<file path="src/verilog/vid_out_pkg.sv">
package vid_out_pkg;
    // control word indices
    localparam logic [3:0]  REG_CONTROL   = 4'h0;  // bit0 go, bit1 embedded
    localparam logic [3:0]  REG_STATUS    = 4'h1;  // bit0 underflow, write 1 clears
    localparam logic [3:0]  REG_H_ACTIVE  = 4'h2;
    localparam logic [3:0]  REG_H_FRONT   = 4'h3;
    localparam logic [3:0]  REG_H_SYNC    = 4'h4;
    localparam logic [3:0]  REG_H_BACK    = 4'h5;
    localparam logic [3:0]  REG_V_ACTIVE  = 4'h6;
    localparam logic [3:0]  REG_V_FRONT   = 4'h7;
    localparam logic [3:0]  REG_V_SYNC    = 4'h8;
    localparam logic [3:0]  REG_V_BACK    = 4'h9;
    localparam logic [3:0]  REG_SOF_LINE  = 4'hA;
    localparam logic [3:0]  REG_DIVIDER   = 4'hB;
    localparam logic [3:0]  REG_INT_MASK  = 4'hC;
    localparam logic [3:0]  REG_STANDARD  = 4'hD;
    localparam logic [3:0]  REG_INTERLACE = 4'hE;
    localparam int          NUM_REGS      = 15;
    // field positions
    localparam int          CTL_GO_BIT    = 0;
    localparam int          CTL_EMB_BIT   = 1;
    localparam int          STAT_UF_BIT   = 0;
    // reset values
    localparam logic [15:0] RST_H_ACTIVE  = 16'h0280;
    localparam logic [15:0] RST_H_FRONT   = 16'h0010;
    localparam logic [15:0] RST_H_SYNC    = 16'h0060;
    localparam logic [15:0] RST_H_BACK    = 16'h0030;
    localparam logic [15:0] RST_V_ACTIVE  = 16'h01E0;
    localparam logic [15:0] RST_V_FRONT   = 16'h000A;
    localparam logic [15:0] RST_V_SYNC    = 16'h0002;
    localparam logic [15:0] RST_V_BACK    = 16'h0021;
    localparam logic [15:0] RST_DIVIDER   = 16'h0320;
    // stall cycles on each control access
    localparam int          CTL_WAIT      = 1;
    // timing generator states
    typedef enum logic [1:0] {
        ST_IDLE  = 2'b00,
        ST_LOCK  = 2'b01,
        ST_RUN   = 2'b10
    } gen_state_t;
endpackage

</file>
<file path="src/verilog/video_stream_to_timed_output.sv">
`timescale 1ns/100ps
//Contract
//- async high reset, released on stream edge
//- stream and control logic on stream clock
//- video outputs timed by stream clock; video_clk unused
//- stall blocks transactions; host holds request
//- read drives register, write captures data
//- control ports always exist, but act only with option
//- accept high only when word takeable
//- rising frame reference starts aligned frame
//- frame-start output rises at programmed line
//- valid flags high while frame-starts usable
//- interrupt after status change, host reads
//- underflow output mirrors sticky bit, resynchronised
//- output video clock divided by divisor
//- active flag marks active samples, held low in embedded mode
//- field output separates interlaced fields, held low in embedded mode
//- blanking outputs during blanking intervals
//- sync outputs during sync intervals, held low in embedded mode
//- marker at reference sequences with line
//- mode notice pulses cycle before change
module video_stream_to_timed_output
    import vid_out_pkg::*;
#(
    parameter int  DW       = 20,  // pixel width
    parameter int  CW       = 16,  // control data width
    parameter bit  HOST_EN  = 1'b1 // control port build option
) (
    input  wire logic          sys_clk,             // stream side clock
    input  wire logic          sys_rst,
    input  wire logic          ce,
    input  wire logic          video_clk,
    input  wire logic [3:0]    ctl_word_index,
    input  wire logic          ctl_rd_strobe,
    input  wire logic          ctl_wr_strobe,
    input  wire logic [CW-1:0] ctl_wr_bus,
    output logic [CW-1:0]      ctl_rd_bus,
    output logic               ctl_stall,
    output logic               status_irq,
    output logic               underflow_out,
    input  wire logic [DW-1:0] stream_in_word,
    input  wire logic          packet_first_flag,
    input  wire logic          packet_last_flag,
    input  wire logic          stream_in_qualifier,
    output logic               stream_in_accept,
    input  wire logic          frame_ref_in,
    output logic               frame_ref_locked,
    output logic               vco_ref_out,
    output logic [DW-1:0]      pixel_out,
    output logic               active_out,
    output logic               field_out,
    output logic               line_blank,
    output logic               frame_blank,
    output logic               line_sync,
    output logic               frame_sync,
    output logic               trs_marker,
    output logic [10:0]        line_number_out,
    output logic               mode_switch_notice,
    output logic               frame_start_out,
    output logic               frame_start_valid,
    output logic [CW-1:0]      standard_out
);
    // single clock build: the video clock port is kept for the link but the
    // timing runs on sys_clk, so video_clk is deliberately left unused
    logic [CW-1:0] regs [NUM_REGS];   // register file
    logic [CW-1:0] next_regs [NUM_REGS];
    logic          uf_sticky;         // sticky underflow
    logic          next_uf_sticky;
    logic          irq;
    logic          next_irq;
    logic [1:0]    wait_cnt;          // stall counter
    logic [1:0]    next_wait_cnt;
    logic [CW-1:0] next_rd_bus;
    logic          uf_event;          // due pixel missing
    logic          ctl_take;

    // a request is taken once the stall has run out; a frozen block
    // cannot take anything, so it keeps stalling while ce is low
    assign ctl_take = HOST_EN && ce && (ctl_rd_strobe || ctl_wr_strobe)
                      && (wait_cnt == 2'(CTL_WAIT));
    assign ctl_stall = HOST_EN && (ctl_rd_strobe || ctl_wr_strobe)
                       && (wait_cnt != 2'(CTL_WAIT) || !ce);

    // control port next state
    always_comb begin
        next_regs      = regs;
        next_uf_sticky = uf_sticky;
        next_irq       = irq;
        next_rd_bus    = ctl_rd_bus;
        next_wait_cnt  = wait_cnt;
        if (ctl_rd_strobe || ctl_wr_strobe) begin
            next_wait_cnt = ctl_take ? 2'd0 : wait_cnt + 2'd1;
        end else begin
            next_wait_cnt = 2'd0;
        end
        if (ctl_take && ctl_rd_strobe) begin
            // index is a word offset, not a byte address
            if (ctl_word_index == REG_STATUS) begin
                next_rd_bus = CW'(uf_sticky);
            end else if (ctl_word_index < 4'(NUM_REGS)) begin
                next_rd_bus = regs[ctl_word_index];
            end else begin
                next_rd_bus = '0;                                    // unmapped
            end
        end
        if (ctl_take && ctl_wr_strobe) begin
            if (ctl_word_index == REG_STATUS) begin
                if (ctl_wr_bus[STAT_UF_BIT]) begin
                    next_uf_sticky = 1'b0;
                    next_irq       = 1'b0;
                end
            end else if (ctl_word_index < 4'(NUM_REGS)) begin
                next_regs[ctl_word_index] = ctl_wr_bus;
            end
        end
        // set wins over a clear in the same cycle
        if (uf_event) begin
            next_uf_sticky = 1'b1;
            if (!uf_sticky && regs[REG_INT_MASK][STAT_UF_BIT]) begin
                next_irq = 1'b1;
            end
        end
    end

    // control port registers
    always_ff @(posedge sys_clk or posedge sys_rst) begin
        if (sys_rst) begin
            for (int i = 0; i < NUM_REGS; i++) begin
                regs[i] <= '0;
            end
            regs[REG_H_ACTIVE] <= RST_H_ACTIVE;
            regs[REG_H_FRONT]  <= RST_H_FRONT;
            regs[REG_H_SYNC]   <= RST_H_SYNC;
            regs[REG_H_BACK]   <= RST_H_BACK;
            regs[REG_V_ACTIVE] <= RST_V_ACTIVE;
            regs[REG_V_FRONT]  <= RST_V_FRONT;
            regs[REG_V_SYNC]   <= RST_V_SYNC;
            regs[REG_V_BACK]   <= RST_V_BACK;
            regs[REG_DIVIDER]  <= RST_DIVIDER;
            uf_sticky  <= 1'b0;
            irq        <= 1'b0;
            ctl_rd_bus <= '0;
            wait_cnt   <= 2'd0;
        end else if (ce) begin
            regs       <= next_regs;
            uf_sticky  <= next_uf_sticky;
            irq        <= next_irq;
            ctl_rd_bus <= next_rd_bus;
            wait_cnt   <= next_wait_cnt;
        end
    end

    assign status_irq   = HOST_EN && irq;
    assign standard_out = regs[REG_STANDARD];

    // ---- timing generator ----
    gen_state_t    state;
    gen_state_t    next_state;
    logic [15:0]   hcnt;
    logic [15:0]   next_hcnt;
    logic [15:0]   vcnt;
    logic [15:0]   next_vcnt;
    logic          field;
    logic          next_field;
    logic          ref_d;             // previous reference level
    logic          mode_q;            // last applied embedded bit
    logic [15:0]   h_total;
    logic [15:0]   v_total;
    logic          go;
    logic          ref_rise;
    logic          h_act;
    logic          v_act;
    logic          due;

    assign go       = regs[REG_CONTROL][CTL_GO_BIT];
    assign h_total  = regs[REG_H_ACTIVE] + regs[REG_H_FRONT]
                      + regs[REG_H_SYNC] + regs[REG_H_BACK];
    assign v_total  = regs[REG_V_ACTIVE] + regs[REG_V_FRONT]
                      + regs[REG_V_SYNC] + regs[REG_V_BACK];
    assign ref_rise = frame_ref_in && !ref_d;
    assign h_act    = hcnt < regs[REG_H_ACTIVE];
    assign v_act    = vcnt < regs[REG_V_ACTIVE];
    assign due      = (state == ST_RUN) && h_act && v_act;
    assign uf_event = due && !stream_in_qualifier;
    // pixels are taken only when an active sample is due and the block
    // is not frozen, otherwise the source would lose a word
    assign stream_in_accept = due && ce;

    // counters and lock state
    always_comb begin
        next_state = state;
        next_hcnt  = hcnt;
        next_vcnt  = vcnt;
        next_field = field;
        unique case (state)
            ST_IDLE: begin
                if (go) begin
                    next_state = ST_LOCK;
                end
            end
            ST_LOCK: begin
                // wait for the reference edge, then start at line zero
                if (!go) begin
                    next_state = ST_IDLE;
                end else if (ref_rise) begin
                    next_state = ST_RUN;
                    next_hcnt  = '0;
                    next_vcnt  = '0;
                    next_field = 1'b0;
                end
            end
            ST_RUN: begin
                if (!go) begin
                    next_state = ST_IDLE;
                end else if (ref_rise) begin
                    next_hcnt  = '0;
                    next_vcnt  = '0;
                end else if (hcnt >= h_total - 16'd1) begin
                    next_hcnt = '0;
                    if (vcnt >= v_total - 16'd1) begin
                        next_vcnt  = '0;
                        next_field = regs[REG_INTERLACE][0] && !field;
                    end else begin
                        next_vcnt = vcnt + 16'd1;
                    end
                end else begin
                    next_hcnt = hcnt + 16'd1;
                end
            end
            default: next_state = ST_IDLE;
        endcase
    end

    // output timing decode, all registered
    logic [15:0] hs_lo;
    logic [15:0] vs_lo;
    assign hs_lo = regs[REG_H_ACTIVE] + regs[REG_H_FRONT];
    assign vs_lo = regs[REG_V_ACTIVE] + regs[REG_V_FRONT];

    always_ff @(posedge sys_clk or posedge sys_rst) begin
        if (sys_rst) begin
            state              <= ST_IDLE;
            hcnt               <= '0;
            vcnt               <= '0;
            field              <= 1'b0;
            ref_d              <= 1'b0;
            mode_q             <= 1'b0;
            pixel_out          <= '0;
            active_out         <= 1'b0;
            field_out          <= 1'b0;
            line_blank         <= 1'b1;
            frame_blank        <= 1'b1;
            line_sync          <= 1'b0;
            frame_sync         <= 1'b0;
            trs_marker         <= 1'b0;
            line_number_out    <= '0;
            mode_switch_notice <= 1'b0;
            frame_start_out    <= 1'b0;
        end else if (ce) begin
            state  <= next_state;
            hcnt   <= next_hcnt;
            vcnt   <= next_vcnt;
            field  <= next_field;
            ref_d  <= frame_ref_in;
            // notice lands one cycle before the new mode is applied
            mode_switch_notice <= regs[REG_CONTROL][CTL_EMB_BIT] != mode_q
                                  && !mode_switch_notice;
            if (mode_switch_notice) begin
                mode_q <= regs[REG_CONTROL][CTL_EMB_BIT];
            end
            pixel_out  <= due ? stream_in_word : '0;
            active_out <= due && !mode_q;
            field_out  <= field && !mode_q;
            line_blank <= !h_act;
            frame_blank <= !v_act;
            line_sync  <= !mode_q && hcnt >= hs_lo
                          && hcnt < hs_lo + regs[REG_H_SYNC];
            frame_sync <= !mode_q && vcnt >= vs_lo
                          && vcnt < vs_lo + regs[REG_V_SYNC];
            // timing reference at start and end of the active part of every line
            trs_marker <= mode_q && (state == ST_RUN)
                          && (hcnt == '0 || hcnt == regs[REG_H_ACTIVE]);
            line_number_out <= 11'(vcnt + 16'd1);
            frame_start_out <= (state == ST_RUN) && hcnt == '0
                               && vcnt == regs[REG_SOF_LINE];
        end
    end

    // lock flags high only while running in step with the reference
    assign frame_start_valid = (state == ST_RUN);
    assign frame_ref_locked  = (state == ST_RUN);

    // underflow mirror through two stages
    logic uf_s1;
    logic uf_s2;
    always_ff @(posedge sys_clk or posedge sys_rst) begin
        if (sys_rst) begin
            uf_s1 <= 1'b0;
            uf_s2 <= 1'b0;
        end else if (ce) begin
            uf_s1 <= uf_sticky;
            uf_s2 <= uf_s1;
        end
    end
    assign underflow_out = HOST_EN && uf_s2;

    clk_divider #(
        .W (16)
    ) u_div (
        .clk     (sys_clk),
        .rst     (sys_rst),
        .ce      (ce),
        .divisor (regs[REG_DIVIDER]),
        .div_out (vco_ref_out)
    );
endmodule

</file>
<file path="src/verilog/clk_divider.sv">
`timescale 1ns/100ps
// programmable divider of the video clock; a zero divisor holds the output low
module clk_divider #(
    parameter int W = 16
) (
    input  wire logic         clk,
    input  wire logic         rst,
    input  wire logic         ce,
    input  wire logic [W-1:0] divisor,
    output logic              div_out
);
    logic [W-1:0] count;       // cycles into the period
    logic [W-1:0] next_count;
    logic         next_div_out;

    // high for the first divisor>>1 cycles of each period
    always_comb begin
        next_count   = count;
        next_div_out = div_out;
        if (divisor == '0) begin
            next_count   = '0;
            next_div_out = 1'b0;
        end else begin
            if (count >= divisor - W'(1)) begin
                next_count = '0;
            end else begin
                next_count = count + W'(1);
            end
            next_div_out = (next_count < (divisor >> 1));
        end
    end

    always_ff @(posedge clk or posedge rst) begin
        if (rst) begin
            count   <= '0;
            div_out <= 1'b0;
        end else if (ce) begin
            count   <= next_count;
            div_out <= next_div_out;
        end
    end
endmodule

</file>
<file path="config.mk">
export PLATFORM = sky130hd
export DESIGN_NAME = video_stream_to_timed_output
export DESIGN_NICKNAME = d
export VERILOG_FILES = /design/src/verilog/vid_out_pkg.sv /design/src/verilog/video_stream_to_timed_output.sv /design/src/verilog/clk_divider.sv
export SDC_FILE = /design/constraint.sdc
export NUM_CORES = 1
export LEC_CHECK = 0
export BUFFER_PORTS_ARGS = -buffer_cell sky130_fd_sc_hd__buf_2
export CORE_ASPECT_RATIO = 1.25
export CORE_MARGIN = 2
export CORE_UTILIZATION = 50
export CTS_CLUSTER_DIAMETER = 200
export DETAILED_ROUTE_END_ITERATION = 7
export PLACE_DENSITY = 0.67
export SYNTH_ARGS = -nofsm -noshare
export SYNTH_HDL_FRONTEND = slang
export SYNTH_SLANG_ARGS = --single-unit
export TNS_END_PERCENT = 1
</file>
<file path="constraint.sdc">
create_clock -name sys_clk -period 20.8 [get_ports sys_clk]
set_input_delay 4.16 -clock sys_clk [delete_from_list [all_inputs] [get_ports sys_clk]]
set_output_delay 4.16 -clock sys_clk [all_outputs]
set_load 0.005 [all_outputs]
</file>
## Word-level counts from Yosys, hierarchy flattened

Index checks and enable logic that the tools add are counted.

| storage, ports and cells | value |
|---|---|
| memory bits (writable) | 0 |
| register bits | 356 |
| bits in latches | 0 |
| bits of input ports | 50 |
| ROM bits | 0 |
| output and inout port bits | 79 |
| memories | 0 |
| logic and storage cells | 184 |

| cells by class | value |
|---|---|
| multiplexer cells | 47 |
| order comparisons | 13 |
| equality and inequality tests | 18 |
| divide/modulo/power cells | 0 |
| reductions and logical operators | 51 |
| bitwise operators | 2 |
| shift operators | 0 |
| add/sub/neg operators | 13 |
| $mul | 0 |

Operators by type and width:

| cell | count |
|---|---|
| 16-bit two-way mux | 17 |
| 240-bit bitwise mux | 1 |
| 16-bit adder | 6 |
| 16-bit greater-or-equal comparator | 5 |
| 16-bit binary-select mux with 4-bit select | 1 |
| 16-bit demux with 4-bit select | 1 |
| 16-bit less-than comparator | 4 |
| 16-bit one-hot mux with 2 select lines | 2 |
| 16-bit by 1-bit adder with 16-bit output (second input constant) | 3 |
| 16-bit by 1-bit subtractor with 16-bit output (second input constant) | 3 |
| 16-bit == test | 2 |
| 16-bit zero test | 2 |
| 1-bit logical AND | 24 |
| 20-bit two-way mux | 1 |
| 16-bit by 15-bit less-than comparator with 1-bit output | 1 |
| 1-bit two-way mux | 16 |
| 2-bit two-way mux | 6 |
| 4-bit AND reduction | 3 |
| 2-bit inequality test (second input constant) | 5 |
| 1-bit zero test | 9 |
| 2-bit by 1-bit inequality test with 1-bit output (second input constant) | 4 |
| 8-bit AND reduction | 1 |
| 2-bit nonzero test | 4 |
| 2-bit one-hot mux with 3 select lines | 1 |
| other kinds (18) | 22 |

## Longest topological paths before layout

Gate-level depths: netlist of run 1.

| logic depth | value |
|---|---|
| word-level depth | 10 |
| depth in mapped cells | 36 |
| mapped depth without buffers | 34 |

## Hierarchy

Synthesis of run 1 repeated with hierarchy kept, for this count alone.

| unflattened totals | value |
|---|---|
| cell total of the unflattened synthesis | 2374 |
| area total of the unflattened synthesis | 24622.4 µm² |

By module, submodules not included:

| module | instances | area each (µm²) | cells an instance | sequential area each (µm²) |
|---|---|---|---|---|
| video_stream_to_timed_output | 1 | 22576.7 | 2121 | 8509.4 |
| clk_divider | 1 | 2045.7 | 253 | 425.4 |

## Worst setup path after synthesis of run 1

Ideal clock, no wire load.

| timing | value |
|---|---|
| path kind | input to output |
| from | input ce |
| to | output stream_in_accept |
| buffers on the path | 3 |
| slack | 11.776 ns |
| cell stages on the path | 4 |
| data arrival time | 4.864 ns |
| cells stage by stage | clkbuf_1 and4_1 buf_2 buf_2 |

| between the ends | value |
|---|---|
| cells in the longest elaborated chain, start to end | 1 |

Ends and longest elaborated chain:

| what | line | RTL |
|---|---|---|
| start, declared | video_stream_to_timed_output.sv:31 | `input wire logic ce,` |
| 1-bit logical AND | video_stream_to_timed_output.sv:187 | `assign stream_in_accept = due && ce;` |
| end, declared | video_stream_to_timed_output.sv:45 | `output logic stream_in_accept,` |

No other way between the ends.

## Worst setup path after layout of run 1

Ends and elaborated chain as after synthesis.

==> flow_summary_export.csv, run 1 <==
group,metric,value,unit
drt,drc,0,
drt,viasPerCell,5.95,
drt,first_iter_violations,1017,
worst_setup_path,critPathKind,"input port to output port",
logic_synthesis,synth_nets,2714,
timing,holdWs,0.377,ns
global_routing,antenna_found_initial,2,
global_routing,grt_pass1_wl,104000,µm
power_and_ir_drop,swShare,44.5,%
floorplanning,rows,90,
logic_synthesis,synth_seq_cells,355,
timing,fmax,99.6,MHz
logic_synthesis,synth.distinct_cells,77,
clock_network,cts_buffer_depth,3,
place,portBuffers,125,
logic_synthesis,synthCells,2393,
timing,rsz0062_at_grt,"no",
logic_synthesis,synth-simple-area-share,10.2,%
floorplanning,die_area,0.0509,mm²
logic_synthesis,yosys_warnings,0,
power_and_ir_drop,seqPwrFrac,19.6,%
clock_network,h-tree-depth,2,
min_path,hold_class,"register to register",
timing,slew_viol_final,0,
place,gp_congestion,0.925,
power_and_ir_drop,peakVddDrop,112,µV
logic_synthesis,synth_edf_count,0,
logic_synthesis,synth_fa_ha_area_share,14.0,%
logic_synthesis,syn_area,0.0246,mm²
clock_network,ctsResizeCount,0,
drt,ant_nets,0,
floorplanning,dieWidth,202,µm
power_and_ir_drop,leakage,13.6,nW
logic_synthesis,synth_top_family_by_area,"multiplexers",
finish,areaGrowthSynthToFinish,9.77,%
run_status,status,"finished clean",
floorplanning,io_pins,129,
worst_setup_path,rr_worst_depth,31,
timing,finalHoldViolations,0,
place,dp_hpwl,49500,µm
logic_synthesis,synth_top_area_cell,"dfrtp_1",
power_and_ir_drop,powerDensity,179,mW/mm²
floorplanning,start_util,50.7,%
clock_network,clkLatencyLatePin,0.57,ns
timing,setup_tns,0,ns
worst_setup_path,crit_path_max_fanout,53,
worst_setup_path,required,16.64,ns
timing,period_share,48.3,%
floorplanning,coreArea,0.0484,mm²
power_and_ir_drop,intPower,2.68,mW
power_and_ir_drop,pwr-share-comb,64.8,%
worst_setup_path,worstPathArrival,5.88,ns
finish,drive_gt1_share,20.5,%
power_and_ir_drop,p_switching,2.14,mW
drt,firstDrtPassIters,7,
global_routing,grt_pass1_vias,18900,
clock_network,cts_sinks,355,
logic_synthesis,synthFlopType,"dfrtp_1",
worst_setup_path,cp_slowest_stage_delay,0.87,ns
clock_network,clkTransAtPathRegs,0.06,ns
logic_synthesis,yosysSeqAreaShare,36.3,%
worst_setup_path,crit_path_top_delay_cell,"and4_1",
logic_synthesis,synth.top_cell.area_share,34.0,%
timing,worst_pin_slew,1.26,ns
timing,max_slew_margin,16.1,%
worst_setup_path,crit_path_cell_trace,"buf_2, buf_4, and4_1, buf_2",
clock_network,cts_buffers,39,
drt,wire_per_inst,21.2,µm
global_routing,grt_max_degree,140,
run,maxCapViolCount,0,
drt,routed_wl,66300,µm
power_and_ir_drop,pwr-share-clk,15.6,%
worst_setup_path,worstSetupStartpointType,"input port",
finish,nets,2766,
worst_setup_path,endpoint_kind,"output port",
timing,fin_crit,10.04,ns
logic_synthesis,async_flop_share,100,%
global_routing,overflow,0,
timing,finClkSkew,0.0147,ns
clock_network,root_buffer,"clkbuf_16",
worst_setup_path,critPathMostFrequentCell,"buf_2",
drt,vias,18500,
floorplanning,fp.dieH,252,µm
logic_synthesis,synth_compound_area_share,13.7,%
clock_network,ctsHoldBuffers,0,
clock_network,tritoncts,"yes",
logic_synthesis,avgSynthCellArea,10.3,µm²
logic_synthesis,synth_xor_area_share,5.53,%
timing,setup_viol,0,
logic_synthesis,yosys-top-cells-area,"dfrtp_1 34%, ha_1 13%, mux2_2 8.5%, mux4_2 5.7%, xnor2_1 3.4%",
global_routing,gr-usage-all-layers,26.3,%
logic_synthesis,synth.area.mux_share,14.9,%
clock_network,post_cts_buffers,0,
min_path,whs_path_depth,0,
[logic make-up (layout without fill, tap and decap cells)]
logic type | Yosys count | count (layout)
AO/OA/AOI/OAI | 513 | 513
AND/OR/NAND/NOR | 505 | 505
multiplexers | 266 | 266
buffers and inverters | 331 | 412
other | 0 | 1
flip-flops | 355 | 355
XOR/XNOR | 151 | 151
adder cells (fa/ha/maj) | 272 | 272
[sequential cells by signal, summed over array words and instances (netlist names), 2 cells and up]
name / flops
regs: 222
pixel_out: 20
wait_cnt: 2
hcnt: 16
line_number_out: 11
ctl_rd_bus: 16
vcnt: 16
u_div.count: 16
state: 2
standard_out: 16
[critical path, delay by kind of cell]
kind                   cells  cell delay, ns
AND/OR/NAND/NOR            1            0.87
buffers and inverters      3            0.83
[final timing paths]
path / from / slack (ns) / to
max: ce / 10.76 / stream_in_accept
min: regs[216]$_DFFE_PP0P_ / 0.38 / regs[216]$_DFFE_PP0P_
max reg2reg: regs[128]$_DFFE_PP0P_ / 13.07 / vcnt[14]$_DFFE_PP0P_
min reg2reg: regs[216]$_DFFE_PP0P_ / 0.38 / regs[216]$_DFFE_PP0P_
max in group asynchronous: sys_rst / 15.27 / u_div.count[13]$_DFFE_PP0P_
min in group asynchronous: sys_rst / 3.81 / ctl_rd_bus[3]$_DFFE_PP0P_
[cell type report]
type	instances	area, µm²
timing repair buffer	140	743
inverter	202	766
sequential	355	8910
fill	4257	21500
antenna	1	2.50
multi-input combinational	1707	14400
clock buffer	55	1160
tap	644	806
clock inverter	15	228
[layer usage]
metal	routed length [µm]	vias up	global-route usage, %
met1	27400	9355	32.9
met2	32900	429	45.9
met5	13	-	0
met3	3040	122	3.32
li1	-	8637	-
met4	2920	2	10.9
[placed cells by master (no fill, tap or decap), types with 7 or more instances in the layout]
cell type	Yosys	routed
mux4_2	62	62
o21a_1	18	18
or3_1	7	7
nor2b_1	31	31
clkinvlp_4	0	7
a211o_1	7	7
ha_1	265	265
o21ai_0	149	149
o211ai_1	8	8
nor3b_1	7	7
or2_2	13	13
mux2_2	186	186
a21o_1	80	80
nand2b_1	40	40
nor2_1	103	99
xnor2_1	95	95
o21ai_1	19	19
dfstp_2	21	21
buf_2	6	123
clkbuf_8	0	8
nand2_1	142	142
nand4_1	25	25
a22o_1	31	31
nor4_1	11	11
clkbuf_16	0	41
xor2_1	53	53
a21oi_1	84	84
and3_1	33	33
nor3_1	31	31
buf_4	17	17
dfrtp_1	334	334
a211oi_1	16	16
a31oi_1	17	17
nand3_1	39	39
mux2i_1	18	18
o21bai_1	15	15
inv_1	202	201
[metrics by stage]
step / total power [mW] / setup WS, ns / cell area (µm²) / utilization (%) / instances
6_report: 4.82 / 10.76 / 27000 / 55.7 / 3119
5_1_grt: 5.26 / 10.67 / 27000 / 55.7 / 3118
4_1_cts: 4.83 / 10.73 / 27000 / 55.7 / 3118
3_5_place_dp: 4.05 / 10.76 / 25600 / 52.8 / 3048
3_3_place_gp: 3.95 / 10.79 / 25600 / 52.8 / 3048
2_1_floorplan: 3.36 / 6.83 / 24600 / - / 2393
[synth_stat cells, drive strengths merged, types with 8 or more instances]
master,n
and3,33
a211oi,16
inv,202
nor2b,31
nor4,11
dfstp,21
nor2,103
nand4,25
clkbuf,99
a21o,80
nand2,142
nand2b,40
mux4,62
ha,265
nand3,39
o21a,18
xor2,53
buf,30
nor3,31
o211ai,8
a22o,31
xnor2,96
dfrtp,334
mux2i,18
mux2,186
a31oi,18
o21ai,168
or2,14
a21oi,89
o21bai,15
[power groups by stage]
| stage | combinational [mW] | clock, mW | sequential [mW] |
|---|---|---|---|
| 2_1_floorplan | 2.45 | 0 | 0.913 |
| 3_3_place_gp | 3.00 | 0 | 0.947 |
| 3_5_place_dp | 3.10 | 0 | 0.954 |
| 4_1_cts | 3.12 | 0.767 | 0.943 |
| 5_1_grt | 3.50 | 0.793 | 0.962 |
| 6_report | 3.12 | 0.752 | 0.947 |
Power figures use the tool's default switching activity.
==> run 2, diff against run 1 <==
Clock period 20.8 ns to 10.08 ns, I/O delays scaled along.
==> run 2 against run 1 <==
Net effect: global-route usage increased by 0.11 points; design area increased by 0.49%; hold slack got worse by 0.0032 ns; sequential cell count unchanged; wire length decreased by 0.27%; non-clock buffer count increased by 1; count of clock-buffer cells in the layout unchanged; critical path depth increased by 25; sequential power increased by 110%; largest cell class unchanged.
==> flow_summary_export.csv, run 2 (synthesis results as in run 1) <==
group,metric,value,unit
run_status,status,"finished clean",
clock_network,clkTransAtPathRegs,0.06,ns
power_and_ir_drop,powerDensity,370,mW/mm²
finish,top_register,"regs",
worst_setup_path,cp_slowest_stage_delay,0.65,ns
clock_network,root_buffer,"clkbuf_16",
power_and_ir_drop,peakVddDrop,255,µV
drt,routed_wl,66100,µm
timing,fin_crit,7.85,ns
worst_setup_path,required,10.50,ns
worst_setup_path,crit_path_top_delay_cell,"a31oi_1",
place,portBuffers,125,
timing,slew_viol_final,0,
finish,final_cell_mix,"334 x dfrtp_1, 265 x ha_1, 201 x inv_1",
floorplanning,die_area,0.0509,mm²
finish,final_common_cell,"dfrtp_1",
drt,firstDrtPassIters,5,
global_routing,grt_pass1_vias,19000,
worst_setup_path,endpoint_kind,"register",
clock_network,cts_buffer_depth,3,
drt,ant_nets,0,
finish,areaGrowthSynthToFinish,10.3,%
finish,largest_reg_flops,222,
clock_network,cts_sinks,355,
finish,utilization,56.0,%
timing,period_share,77.9,%
timing,rsz0062_at_grt,"no",
timing,setup_viol,0,
timing,finalHoldViolations,0,
global_routing,grt_max_degree,162,
timing,fmax,127,MHz
clock_network,tritoncts,"yes",
global_routing,grt_pass1_wl,105000,µm
clock_network,cts_buffers,41,
floorplanning,io_pins,129,
clock_network,ctsResizeCount,0,
worst_setup_path,worstSetupStartpointType,"register",
global_routing,overflow,0,
run,maxCapViolCount,0,
place,dp_hpwl,49400,µm
power_and_ir_drop,leakage,13.7,nW
timing,setup_tns,0,ns
global_routing,gr-usage-all-layers,26.4,%
clock_network,h-tree-depth,2,
drt,viasPerCell,5.90,
finish,nets,2769,
clock_network,clkLatencyLatePin,0.57,ns
timing,max_slew_margin,24.0,%
drt,vias,18400,
min_path,hold_class,"register to register",
place,gp_congestion,0.916,
clock_network,ctsHoldBuffers,0,
floorplanning,rows,90,
finish,largestRegisters,"regs: 222 flops, pixel_out: 20 flops",
drt,drc,0,
drt,wire_per_inst,21.1,µm
timing,worst_pin_slew,1.14,ns
worst_setup_path,worstPathArrival,8.27,ns
floorplanning,start_util,50.7,%
floorplanning,fp.dieH,252,µm
floorplanning,dieWidth,202,µm
clock_network,post_cts_buffers,0,
worst_setup_path,critPathKind,"register to register",
worst_setup_path,crit_path_max_fanout,15,
drt,first_iter_violations,1025,
timing,finClkSkew,0.0202,ns
finish,drive_gt1_share,20.7,%
global_routing,antenna_found_initial,0,
floorplanning,coreArea,0.0484,mm²
-- run 2: cell types whose count changed in the layout (fill, tap and decap cells not counted), sizes merged --
| cell | previous run | this run |
|---|---|---|
| buf | 140 | 141 |
| clkinvlp | 7 | 4 |
| clkinv | 1 | 8 |
| bufinv | 5 | 7 |
| diode | 1 | 3 |
| inv | 204 | 202 |
-- run 2: report_power, final --
| group | internal, mW | switching, mW |
|---|---|---|
| clock | 1.01 | 0.631 |
| combinational | 2.89 | 3.55 |
| sequential | 1.70 | 0.253 |
| total | 5.60 | 4.43 |
-- run 2: worst max-delay path, delay by kind of cell, from the launching register on --
family | cells | cell delay, ns
compound gates | 16 | 3.60
fa+ha+maj | 5 | 1.55
simple gates | 3 | 1.21
xor+xnor | 4 | 0.80
flops | 1 | 0.44
buf+inv | 1 | 0.07
-- run 2: path summary, 6_finish.rpt --
path                                       startpoint                    endpoint  slack, ns  cells past startpoint
worst max register to register  regs[192]$_DFFE_PP0P_         vcnt[2]$_DFFE_PP0P_       2.23                     29
worst min-delay path            regs[209]$_DFFE_PP0P_       regs[209]$_DFFE_PP0P_       0.37                      0
worst min register to register  regs[209]$_DFFE_PP0P_       regs[209]$_DFFE_PP0P_       0.37                      0
worst max-delay path            regs[192]$_DFFE_PP0P_         vcnt[2]$_DFFE_PP0P_       2.23                     29
max in group asynchronous                     sys_rst        regs[96]$_DFFE_PP0P_       7.06                      3
min in group asynchronous                     sys_rst  ctl_rd_bus[14]$_DFFE_PP0P_       1.64                      2
-- run 2: metal layers --
| metal | wire length (µm) | vias up | GRT usage [%] |
|---|---|---|---|
| met3 | 2940 | 120 | 3.38 |
| met5 | 0 | - | 0 |
| met4 | 3140 | 0 | 12.0 |
| met1 | 27300 | 9246 | 33.0 |
| li1 | - | 8632 | - |
| met2 | 32700 | 445 | 45.6 |
-- run 2: final cells by class --
| class | count | area, µm² |
|---|---|---|
| tap | 644 | 806 |
| sequential | 355 | 8910 |
| inverter | 202 | 762 |
| clock buffer | 55 | 1190 |
| antenna | 3 | 7.51 |
| timing repair buffer | 141 | 776 |
| clock inverter | 19 | 293 |
| fill | 4201 | 21300 |
| multi-input combinational | 1707 | 14400 |
-- run 2: per-stage QoR --
step	std cells	hold slack, ns	total power [mW]	instance area (µm²)	worst slack [ns]
after detailed placement	3049	0.364	8.35	25600	2.40
final	3126	0.374	10.0	27100	2.23
after CTS	3123	0.377	10.1	27100	2.38
after global routing	3123	0.386	11.0	27100	1.71
after floorplan	2393	0.424	6.93	24600	3.32
after global placement	3049	0.360	8.13	25600	2.54
